<file path="config.mk">
export PLATFORM = sky130hd
export DESIGN_NAME = plc_ctrl
export DESIGN_NICKNAME = d
export VERILOG_FILES = /design/src/logic/plc_pkg.sv /design/src/logic/plc_ctrl.sv
export VERILOG_INCLUDE_DIRS = /design/src /design/src/logic
export SDC_FILE = /design/constraint.sdc
export NUM_CORES = 1
export LEC_CHECK = 0
export BUFFER_PORTS_ARGS = -buffer_cell sky130_fd_sc_hd__buf_2
export CAP_MARGIN = 20
export CORE_MARGIN = 4
export CORE_UTILIZATION = 50
export CTS_BUF_LIST = sky130_fd_sc_hd__clkbuf_4 sky130_fd_sc_hd__clkbuf_8
export CTS_CLUSTER_SIZE = 8
export DETAILED_ROUTE_END_ITERATION = 7
export PLACE_DENSITY = 0.84
export SLEW_MARGIN = 0
export SYNTH_ARGS = -nofsm -noshare
export SYNTH_HDL_FRONTEND = slang
export SYNTH_SLANG_ARGS = --single-unit
export TNS_END_PERCENT = 10
</file>
<file path="constraint.sdc">
create_clock -name pclk -period 2.9 [get_ports pclk]
set_input_delay 0.725 -clock pclk [delete_from_list [all_inputs] [get_ports pclk]]
set_output_delay 0.725 -clock pclk [all_outputs]
set_load 0.005 [all_outputs]
</file>
<file path="src/logic/plc_defines.svh">
// Constants for the loop and fallback clock control block
`ifndef PLC_DEFINES_SVH
`define PLC_DEFINES_SVH

// ****************************************
// Register byte offsets
// ****************************************
`define PLC_OFF_CTRL 12'h000
`define PLC_OFF_SYN 12'h004
`define PLC_OFF_REFDV 12'h008
`define PLC_OFF_FLAG 12'h00c
`define PLC_OFF_STAT 12'h010

// ****************************************
// Control register fields
// ****************************************
`define PLC_CTRL_LOOP_ON 0
`define PLC_CTRL_AUTO 1
`define PLC_CTRL_TRK 2
`define PLC_CTRL_BUS_CLOCK_FROM_LOOP 3
`define PLC_CTRL_MCS 4
`define PLC_CTRL_NOLH 5
`define PLC_CTRL_MON 6
`define PLC_CTRL_FMON 7
`define PLC_CTRL_LKIE 8
`define PLC_CTRL_FALLBACK_IRQ_ENABLE 9

// ****************************************
// Flag register fields
// ****************************************
`define PLC_FLG_LOCKIF 0
`define PLC_FLG_FALLBACK_IRQ_FLAG 1
`define PLC_FLG_LOCK 2
`define PLC_FLG_FALLBACK_ACTIVE_FLAG 3

// ****************************************
// Reset values, timing and field limits
// ****************************************
`define PLC_CTRL_RST 10'h041
`define PLC_CNT_MID 13'h1000
`define PLC_MULT_MAX 6'h3f
`define PLC_DIV_MAX 3'h7

`endif

</file>
<file path="src/logic/plc_pkg.sv">
// Types for the loop and fallback clock control block
package plc_pkg;
    typedef enum logic [1:0] {
        PLC_POR,
        PLC_RUN,
        PLC_FALLBACK,
        PLC_MONRST
    } plc_state_t;
endpackage

</file>
<file path="src/logic/plc_ctrl.sv">
// Loop control, lock indication and fallback supervisor with APB registers
// Function
// - Reference divides crystal by 1..8; loop multiplies reference by 1..64.
// - Selected loop keeps running during wait mode.
// - Loop suspended in stop unless in fallback; resumes when stop ends, in either bandwidth mode.
// - Lock detector compares feedback and reference frequency windows.
// - Tracking-select reads zero while filter is in acquisition.
// - Filter tracks when not acquiring or tracking-select is one.
// - Automatic mode: detector switches filter, tracking-select read only.
// - Automatic mode: tracking set inside tracking tolerance, cleared outside untracking.
// - Read-only lock bit with lock and unlock tolerances, both modes.
// - Lock interrupt on each lock toggle when lock enable is one.
// - Manual mode: tracking-select writable and steers filter.
// - Fallback mode needs loop supply; at power-up normal modes only.
// - Clock loss detected when either monitor enable is set.
// - Fallback disabled plus monitoring: clock loss resets, latched until clock returns.
// - Fallback on clock loss forces loop on, bus-from-loop high, module select low.
// - Fallback flag set in fallback; any change sets irq flag.
// - In fallback monitor forced on, tick, debug, module, e clocks to minimum.
// - In fallback clock monitor polled at mid-count 4096 of 13-stage counter.
// - On clock return leave fallback, restore selects, relock if auto and bus-from-loop.
// - Any reset sets monitor enable and loop on, clears fallback disable.
// - Power-on without clock: counter on oscillator, reset ends at 4096.
//
// Our own choices: register access over APB and the address map.
`timescale 1ns/100ps
`default_nettype none
`include "plc_defines.svh"

module plc_ctrl (
    input wire logic pclk,
    input wire logic presetn,
    input wire logic psel,
    input wire logic penable,
    input wire logic pwrite,
    input wire logic [11:0] paddr,
    input wire logic [31:0] pwdata,
    output logic [31:0] prdata,
    output logic pready,
    output logic pslverr,
    input wire logic loop_supply,
    input wire logic normal_mode,
    input wire logic stop_mode,
    input wire logic wait_mode,
    input wire logic clock_present,
    input wire logic lock_window_raw,
    input wire logic track_window_raw,
    input wire logic tick_enable,
    output logic loop_enable,
    output logic filter_tracking,
    output logic bus_clock_from_loop,
    output logic module_clock_select,
    output logic min_freq_clocks,
    output logic monitor_active,
    output logic monitor_reset,
    output logic internal_reset,
    output logic [2:0] ref_divide,
    output logic [5:0] loop_multiply,
    output logic lock_irq,
    output logic fallback_irq
);

    // ****************************************
    // Synchronisers
    // ****************************************
    logic [2:0] sync1_q, sync2_q;
    logic [2:0] raw_in;
    assign raw_in = {clock_present, track_window_raw, lock_window_raw};
    genvar gi;
    generate
        for (gi = 0; gi < 3; gi++) begin : g_sync
            always_ff @(posedge pclk or negedge presetn) begin
                if (!presetn) begin
                    sync1_q[gi] <= 1'b0;
                    sync2_q[gi] <= 1'b0;
                end else begin
                    sync1_q[gi] <= raw_in[gi];
                    sync2_q[gi] <= sync1_q[gi];
                end
            end
        end
    endgenerate
    logic lock_s, track_s, clk_s;
    assign lock_s = sync2_q[0];
    assign track_s = sync2_q[1];
    assign clk_s = sync2_q[2];

    // ****************************************
    // State
    // ****************************************
    logic [9:0] ctrl_q, ctrl_d;
    logic [5:0] syn_q, syn_d;
    logic [2:0] refdv_q, refdv_d;
    logic lockif_q, lockif_d, fallback_irq_flag_q, fallback_irq_flag_d;
    logic lock_q, lock_d, trk_q, trk_d;
    logic [12:0] cnt_q, cnt_d;
    logic latch_q, latch_d;
    logic bus_clock_from_loop_sv_q, bus_clock_from_loop_sv_d, mcs_sv_q, mcs_sv_d;
    plc_pkg::plc_state_t st_q, st_d;

    logic wr, rd, mid, fallback, mon_en, lh_ok;
    assign wr = psel && penable && pwrite;
    assign rd = psel && !pwrite;
    assign mid = tick_enable && (cnt_q == (`PLC_CNT_MID - 13'h0001));
    assign fallback = (st_q == plc_pkg::PLC_FALLBACK);
    assign lh_ok = loop_supply && !ctrl_q[`PLC_CTRL_NOLH];
    assign mon_en = ctrl_q[`PLC_CTRL_MON] || ctrl_q[`PLC_CTRL_FMON] || fallback;

    // ****************************************
    // Next state
    // ****************************************
    always_comb begin
        ctrl_d = ctrl_q;
        syn_d = syn_q;
        refdv_d = refdv_q;
        lockif_d = lockif_q;
        fallback_irq_flag_d = fallback_irq_flag_q;
        lock_d = lock_s;
        trk_d = track_s;
        cnt_d = cnt_q;
        latch_d = latch_q;
        bus_clock_from_loop_sv_d = bus_clock_from_loop_sv_q;
        mcs_sv_d = mcs_sv_q;
        st_d = st_q;
        if (tick_enable) begin
            cnt_d = cnt_q + 13'h0001;
        end
        if (wr) begin
            case (paddr)
                `PLC_OFF_CTRL: begin
                    ctrl_d = pwdata[9:0];
                    if (ctrl_q[`PLC_CTRL_AUTO] && pwdata[`PLC_CTRL_AUTO]) begin
                        ctrl_d[`PLC_CTRL_TRK] = ctrl_q[`PLC_CTRL_TRK];
                    end
                end
                `PLC_OFF_SYN: syn_d = pwdata[5:0];
                `PLC_OFF_REFDV: refdv_d = pwdata[2:0];
                `PLC_OFF_FLAG: begin
                    if (pwdata[`PLC_FLG_LOCKIF]) begin
                        lockif_d = 1'b0;
                    end
                    if (pwdata[`PLC_FLG_FALLBACK_IRQ_FLAG]) begin
                        fallback_irq_flag_d = 1'b0;
                    end
                end
                default: ;
            endcase
        end
        if (ctrl_d[`PLC_CTRL_AUTO]) begin
            ctrl_d[`PLC_CTRL_TRK] = trk_q;
        end
        if (lock_q != lock_s) begin
            lockif_d = 1'b1;
        end
        case (st_q)
            plc_pkg::PLC_POR: begin
                if (cnt_q == `PLC_CNT_MID) begin
                    cnt_d = 13'h0000;
                    if (clk_s) begin
                        st_d = plc_pkg::PLC_RUN;
                    end else if (loop_supply && normal_mode) begin
                        st_d = plc_pkg::PLC_FALLBACK;
                        bus_clock_from_loop_sv_d = ctrl_q[`PLC_CTRL_BUS_CLOCK_FROM_LOOP];
                        mcs_sv_d = ctrl_q[`PLC_CTRL_MCS];
                        fallback_irq_flag_d = 1'b1;
                    end
                end
            end
            plc_pkg::PLC_RUN: begin
                if (mon_en && !clk_s && !stop_mode) begin
                    if (lh_ok) begin
                        st_d = plc_pkg::PLC_FALLBACK;
                        bus_clock_from_loop_sv_d = ctrl_q[`PLC_CTRL_BUS_CLOCK_FROM_LOOP];
                        mcs_sv_d = ctrl_q[`PLC_CTRL_MCS];
                        fallback_irq_flag_d = 1'b1;
                    end else begin
                        st_d = plc_pkg::PLC_MONRST;
                        latch_d = 1'b1;
                    end
                end
            end
            plc_pkg::PLC_FALLBACK: begin
                if (mid && clk_s) begin
                    st_d = plc_pkg::PLC_RUN;
                    ctrl_d[`PLC_CTRL_BUS_CLOCK_FROM_LOOP] = bus_clock_from_loop_sv_q;
                    ctrl_d[`PLC_CTRL_MCS] = mcs_sv_q;
                    fallback_irq_flag_d = 1'b1;
                end else begin
                    if (wr && paddr == `PLC_OFF_CTRL) begin
                        bus_clock_from_loop_sv_d = pwdata[`PLC_CTRL_BUS_CLOCK_FROM_LOOP];
                        mcs_sv_d = pwdata[`PLC_CTRL_MCS];
                    end
                end
            end
            plc_pkg::PLC_MONRST: begin
                ctrl_d = `PLC_CTRL_RST;
                if (clk_s) begin
                    st_d = plc_pkg::PLC_RUN;
                    latch_d = 1'b0;
                end
            end
            default: st_d = plc_pkg::PLC_POR;
        endcase
        if (!loop_supply) begin
            ctrl_d[`PLC_CTRL_NOLH] = 1'b1;
        end
    end

    always_ff @(posedge pclk or negedge presetn) begin
        if (!presetn) begin
            ctrl_q <= `PLC_CTRL_RST;
            syn_q <= 6'h00;
            refdv_q <= 3'h0;
            lockif_q <= 1'b0;
            fallback_irq_flag_q <= 1'b0;
            lock_q <= 1'b0;
            trk_q <= 1'b0;
            cnt_q <= 13'h0000;
            latch_q <= 1'b0;
            bus_clock_from_loop_sv_q <= 1'b0;
            mcs_sv_q <= 1'b0;
            st_q <= plc_pkg::PLC_POR;
        end else begin
            ctrl_q <= ctrl_d;
            syn_q <= syn_d;
            refdv_q <= refdv_d;
            lockif_q <= lockif_d;
            fallback_irq_flag_q <= fallback_irq_flag_d;
            lock_q <= lock_d;
            trk_q <= trk_d;
            cnt_q <= cnt_d;
            latch_q <= latch_d;
            bus_clock_from_loop_sv_q <= bus_clock_from_loop_sv_d;
            mcs_sv_q <= mcs_sv_d;
            st_q <= st_d;
        end
    end

    // ****************************************
    // Outputs
    // ****************************************
    logic loop_run;
    assign loop_run = (ctrl_q[`PLC_CTRL_LOOP_ON] || fallback) && !(stop_mode && !fallback);
    assign loop_enable = loop_run;
    assign filter_tracking = ctrl_q[`PLC_CTRL_TRK];
    assign bus_clock_from_loop = ctrl_q[`PLC_CTRL_BUS_CLOCK_FROM_LOOP] || fallback || st_q == plc_pkg::PLC_POR;
    assign module_clock_select = ctrl_q[`PLC_CTRL_MCS] && !fallback && st_q != plc_pkg::PLC_POR;
    assign min_freq_clocks = fallback || st_q == plc_pkg::PLC_POR;
    assign monitor_active = mon_en;
    assign monitor_reset = latch_q;
    assign internal_reset = (st_q == plc_pkg::PLC_POR) || latch_q;
    assign ref_divide = refdv_q;
    assign loop_multiply = syn_q;
    assign lock_irq = lockif_q && ctrl_q[`PLC_CTRL_LKIE];
    assign fallback_irq = fallback_irq_flag_q && ctrl_q[`PLC_CTRL_FALLBACK_IRQ_ENABLE];
    assign pready = 1'b1;
    assign pslverr = 1'b0;

    always_comb begin
        prdata = 32'h00000000;
        if (rd) begin
            case (paddr)
                `PLC_OFF_CTRL: prdata = {22'h000000, ctrl_q};
                `PLC_OFF_SYN: prdata = {26'h0000000, syn_q};
                `PLC_OFF_REFDV: prdata = {29'h00000000, refdv_q};
                `PLC_OFF_FLAG: prdata = {28'h0000000, fallback, lock_q, fallback_irq_flag_q, lockif_q};
                `PLC_OFF_STAT: prdata = {29'h00000000, latch_q, st_q};
                default: prdata = 32'h00000000;
            endcase
        end
    end

    // ****************************************
    // Checks
    // ****************************************
    a_refdv_write:
        assert property (@(posedge pclk) disable iff (!presetn) (wr && paddr == `PLC_OFF_REFDV) |=> ref_divide == $past(pwdata[2:0]))
        else $error("divider write lost");
    a_syn_write:
        assert property (@(posedge pclk) disable iff (!presetn) (wr && paddr == `PLC_OFF_SYN) |=> loop_multiply == $past(pwdata[5:0]))
        else $error("multiplier write lost");
    a_wait_loop:
        assert property (@(posedge pclk) disable iff (!presetn) (wait_mode && !stop_mode && ctrl_q[`PLC_CTRL_LOOP_ON]) |-> loop_enable)
        else $error("loop stopped in wait");
    a_stop_loop:
        assert property (@(posedge pclk) disable iff (!presetn) (stop_mode && !fallback) |-> !loop_enable)
        else $error("loop ran in stop");

    // ****************************************
    // Checks on lock and filter
    // ****************************************
    a_lock_irq_set:
        assert property (@(posedge pclk) disable iff (!presetn) (lock_q != $past(lock_q) && $past(presetn)) |-> lockif_q)
        else $error("lock toggle missed");
    a_lockif_hold:
        assert property (@(posedge pclk) disable iff (!presetn)
            (lockif_q && !(wr && paddr == `PLC_OFF_FLAG && pwdata[`PLC_FLG_LOCKIF])) |=> lockif_q)
        else $error("lock flag dropped");
    a_lock_sync:
        assert property (@(posedge pclk) disable iff (!presetn) lock_q == $past(lock_window_raw, 3))
        else $error("lock sync depth wrong");
    a_trk_sync:
        assert property (@(posedge pclk) disable iff (!presetn) trk_q == $past(track_window_raw, 3))
        else $error("tracking sync depth wrong");
    a_auto_trk:
        assert property (@(posedge pclk) disable iff (!presetn)
            ctrl_q[`PLC_CTRL_AUTO] |-> ##1 (ctrl_q[`PLC_CTRL_TRK] == $past(trk_q) || !ctrl_q[`PLC_CTRL_AUTO]))
        else $error("tracking indicator wrong");
    a_acq_zero:
        assert property (@(posedge pclk) disable iff (!presetn)
            (ctrl_q[`PLC_CTRL_AUTO] && !trk_q) |=> (!filter_tracking || !ctrl_q[`PLC_CTRL_AUTO]))
        else $error("acquisition not reading zero");
    a_manual_trk:
        assert property (@(posedge pclk) disable iff (!presetn)
            (wr && paddr == `PLC_OFF_CTRL && !ctrl_q[`PLC_CTRL_AUTO] && !pwdata[`PLC_CTRL_AUTO]
            && st_q == plc_pkg::PLC_RUN) |=> filter_tracking == $past(pwdata[`PLC_CTRL_TRK]))
        else $error("manual tracking write lost");

    // ****************************************
    // Checks on fallback
    // ****************************************
    a_fallback_forces:
        assert property (@(posedge pclk) disable iff (!presetn)
            fallback |-> (bus_clock_from_loop && !module_clock_select && loop_enable && monitor_active))
        else $error("fallback forcing wrong");
    a_fb_min_clocks:
        assert property (@(posedge pclk) disable iff (!presetn) fallback |-> (min_freq_clocks && monitor_active))
        else $error("fallback clocks wrong");
    a_fallback_flag:
        assert property (@(posedge pclk) disable iff (!presetn) $changed(fallback) |=> fallback_irq_flag_q)
        else $error("fallback change missed");
    a_fallback_irq_flag_hold:
        assert property (@(posedge pclk) disable iff (!presetn)
            (fallback_irq_flag_q && !(wr && paddr == `PLC_OFF_FLAG && pwdata[`PLC_FLG_FALLBACK_IRQ_FLAG])) |=> fallback_irq_flag_q)
        else $error("fallback flag dropped");
    a_exit_at_mid:
        assert property (@(posedge pclk) disable iff (!presetn) (fallback && !mid) |=> fallback)
        else $error("fallback left off poll");
    a_exit_restores:
        assert property (@(posedge pclk) disable iff (!presetn) (fallback && mid && clk_s)
            |=> (ctrl_q[`PLC_CTRL_BUS_CLOCK_FROM_LOOP] == $past(bus_clock_from_loop_sv_q) && ctrl_q[`PLC_CTRL_MCS] == $past(mcs_sv_q)))
        else $error("selects not restored");
    a_loss_leaves_run:
        assert property (@(posedge pclk) disable iff (!presetn)
            (st_q == plc_pkg::PLC_RUN && mon_en && !clk_s && !stop_mode) |=> st_q != plc_pkg::PLC_RUN)
        else $error("clock loss ignored");
    a_no_supply_fb:
        assert property (@(posedge pclk) disable iff (!presetn) (!loop_supply && !fallback) |=> !fallback)
        else $error("fallback without supply");

    // ****************************************
    // Checks on reset and loop supply
    // ****************************************
    a_supply_nolh:
        assert property (@(posedge pclk) disable iff (!presetn) !loop_supply |=> ctrl_q[`PLC_CTRL_NOLH])
        else $error("fallback disable not forced");
    a_mon_reset_hold:
        assert property (@(posedge pclk) disable iff (!presetn) (latch_q && !clk_s) |=> latch_q)
        else $error("monitor reset dropped early");
    a_mon_reset_exit:
        assert property (@(posedge pclk) disable iff (!presetn)
            (st_q == plc_pkg::PLC_MONRST && clk_s) |=> (!latch_q && st_q == plc_pkg::PLC_RUN))
        else $error("monitor reset not released");
    a_reset_defaults:
        assert property (@(posedge pclk) disable iff (!presetn)
            (st_q == plc_pkg::PLC_MONRST) |=> ctrl_q[`PLC_CTRL_MON] && ctrl_q[`PLC_CTRL_LOOP_ON])
        else $error("reset defaults wrong");
    a_por_end:
        assert property (@(posedge pclk) disable iff (!presetn)
            (st_q == plc_pkg::PLC_POR && cnt_q != `PLC_CNT_MID) |=> st_q == plc_pkg::PLC_POR)
        else $error("power-on period ended early");
    a_por_to_run:
        assert property (@(posedge pclk) disable iff (!presetn)
            (st_q == plc_pkg::PLC_POR && cnt_q == `PLC_CNT_MID && clk_s) |=> st_q == plc_pkg::PLC_RUN)
        else $error("power-on exit wrong");

endmodule // plc_ctrl
`default_nettype wire

</file>
==> impl_results.md <==
- Max Slew Vio Count: 0
- P per Cell Area: 436 nW/um^2
- Fin cells: 399
- Commonest cells in the netlist: dfrtp_1 (45), nand2_1 (28), nor2_1 (26)
- Yosys cell types: 47
- Clk_lat worst skew: 0.29 ns
- H-tree levels: 2
- Synthesized area: 2640 um^2
- Site Rows: 26
- CTS tree: yes
- Count leader, synth: dfrtp_1
- Synth Area in Simple Gates: 23.7%
- Synthesized instance count: 258
- Clock root cell: clkbuf_8
- Number of synthesized flops with an enable pin: 0
- WL final: 5860 um
- Critical path class: in -> out
- Cell type with the highest aggregate area in the netlist: dfrtp_1
- Status: complete, no violations
- Vias per Instance: 5.22
- Port bufs: 62
- Reg2reg setup slack: 0.73 ns
- Largest net degree at the start of global routing: 48
- Asr flop ratio synth: 100%
- Top cells by area, synth: dfrtp_1 (43%), buf_4 (6.8%), mux2_2 (4.3%)
- Area share of the largest cell type after synthesis: 42.6%
- Synthesis warning total: 0
- CTS Buffer Depth: 2
- Cell total after placement: 389
- Vias in the first global route: 1912
- DR iter-0 viols: 178
- Final Setup Violations: 0
- Top_reg_cell synth: dfrtp_1
- Met3 Usage GRT: 3.36%
- Mean post-synth cell area: 10.2 um^2
- Max VDD drop: 0.204 mV
- First-pass GRT wire length: 9360 um
- Worst Path Required: 2.17 ns
- Max FO, Critical Path: 4
- Worst reg2reg path endpoint: bus_clock_from_loop_sv_q
- Met2 usage: 28.8%
- Hold Fails Final Rpt: 0
- WL per Instance: 14.7 um
- CP Capture Type: output pin
- Mux contribution to synthesized area: 11.8%
- Worst Path Arrival: 2.09 ns
- Register area share after synthesis: 44.6%
- Total power: 1.36 mW
- Final weighted congestion in routability-driven placement: 0.823
- Initial antenna violation count: 0
- Clock slew at reported path FFs: 0.09 ns
- I/O pins: 110
- Worst r2r src: cnt_q[0]
- Vias post-DR: 2081
- Worst Clk Skew: 0.00720 ns
- GR Layer Usage met1: 26.4%
- Peak Freq: 356 MHz
- Global route overflow: 0
- Compound-cell area share of the yosys netlist: 5.83%
- Max Cap Viol: 0
- Top Usage Layer GRT: met2
- Fin area: 3120 um^2
- Die H: 80.7 um
- Period Utilization, post-route: 96.9%
- Largest family of logic cells by synthesized area: simple AND/OR/NAND/NOR gates
- Core box area: 5110 um^2
- DP Area: 2960 um^2
- Gr usage total: 18.6%
- Drc violations: 0
- Clock sink count: 47
- Layout cells sized above 1: 33.7%
- Synthesis-to-finish area growth: 18.0%
- Min Hold Slack: 0.275 ns
- Footprint of the multi-input gates: 1360 um^2
- Crit path launch type: input pin
- Nets: 387
- Min Tclk post-route: 2.81 ns
- XOR/XNOR share of the synthesized area: 4.31%
- FF/Latch Area: 1180 um^2
- # diodes: 0
- # fillers: 432
- Adder-cell area share of the yosys netlist: 0.947%
- Post-detail-place hpwl: 4500 um
- Pre-antenna DRT Iters: 4
- Cts bufs inserted: 5
- Die W: 80.7 um
- Post-CTS Hold Buffers: 0
- Die footprint: 6510 um^2
- Initial Util: 51.7%
- Seq cells post-synth: 47
- R2R cell count: 7
- LEAKAGE: 1.58 nW
- Final ANT Viol Nets: 0
- Hold Path Class: in -> async
==> stage by stage <==
| step | setup TNS, ns | utilization [%] | setup slack [ns] |
|---|---|---|---|
| global placement | 0 | 58.0 | 0.120 |
| global route | -0.0175 | 61.0 | -0.0109 |
| detailed placement | 0 | 58.0 | 0.0780 |
| CTS | 0 | 59.7 | 0.0553 |
| floorplan | 0 | - | 0.230 |
| finish | 0 | 61.0 | 0.0892 |
==> how the worst max path moves through the flow <==
stage,start,end,slack (ns),cells past startpoint
floorplan,paddr[9],prdata[6],0.23,5
global placement,paddr[9],prdata[6],0.12,8
detailed placement,paddr[9],prdata[7],0.08,8
CTS,paddr[9],prdata[7],0.06,8
global route,paddr[10],prdata[2],-0.01,8
finish,paddr[10],prdata[2],0.09,8
==> layer usage <==
metal / vias up / wire, um
met4: 0 / 72
met5: - / 0
met1: 998 / 2570
li1: 997 / -
met3: 5 / 456
met2: 81 / 2760
==> state kept, by name, summed over array words and instances (netlist names) <==
signal and count:
cnt_q 13, ctrl_q 10, loop_multiply 6, ref_divide 3, sync1_q 3, st_q 2
bus_clock_from_loop_sv_q 1, clk_s 1, fallback_irq_flag_q 1, lock_d 1, lock_q 1, lockif_q 1
mcs_sv_q 1, monitor_reset 1, track_s 1, trk_q 1
==> kinds of logic (layout without fill, tap and decap cells) <==
group,Yosys count,in the layout
xor gates and xnor gates,13,13
buffers and inverters,34,83
muxes,25,25
AOI/OAI and AO/OA,24,24
other,2,24
and+or+nand+nor,111,111
DFF,47,47
adders and majority gates,2,2
==> power breakdown <==
part	leakage [nW]	switching [mW]	total, mW	internal, mW
sequential	0.592	0.0672	0.775	0.708
combinational	0.942	0.108	0.207	0.0992
clock	0.0477	0.210	0.376	0.165
==> final cells by class <==
cell class,count,area share [%]
Clock buffer,5,2.21
Clock inverter,3,0.482
Inverter,4,0.482
Multi-Input combinational cell,199,43.5
Sequential cell,47,37.8
Tap cell,70,2.81
Timing Repair Buffer,71,12.7
==> cell usage in the layout (no fill, tap or decap), types with 2 or more instances in the layout <==
cell type,count
a211o_1,2
mux4_2,3
nor4b_1,2
a31oi_1,4
and2_1,6
mux2_2,10
nor2_1,26
mux2i_1,9
ha_1,2
clkbuf_8,5
nand3_1,3
o21ai_0,7
dfstp_2,2
nor4_1,4
a21oi_1,5
xor2_1,4
nand2b_1,5
buf_4,8
and2_4,4
and4_1,2
inv_1,4
nor3_1,5
buf_2,61
or2_2,3
nor4_4,2
conb_1,24
dfrtp_1,45
clkinv_2,3
and3_1,2
xnor2_1,9
nand2_1,27
nand4_1,8
nor2b_1,3
mux2_4,2
==> critical path, cell delays in order <==
cell and delay [ns]:
buf_2 0.11, nor4_4 0.28, and2_4 0.19, buf_4 0.09
nand4b_1 0.17, buf_4 0.20, a21oi_1 0.16, buf_2 0.14
==> repair_timing <==
item,CTS,global route
gates resized for setup,0,9
setup endpoints to repair,0,4
buffers inserted,0,1
Power figures use the tool's default switching activity.
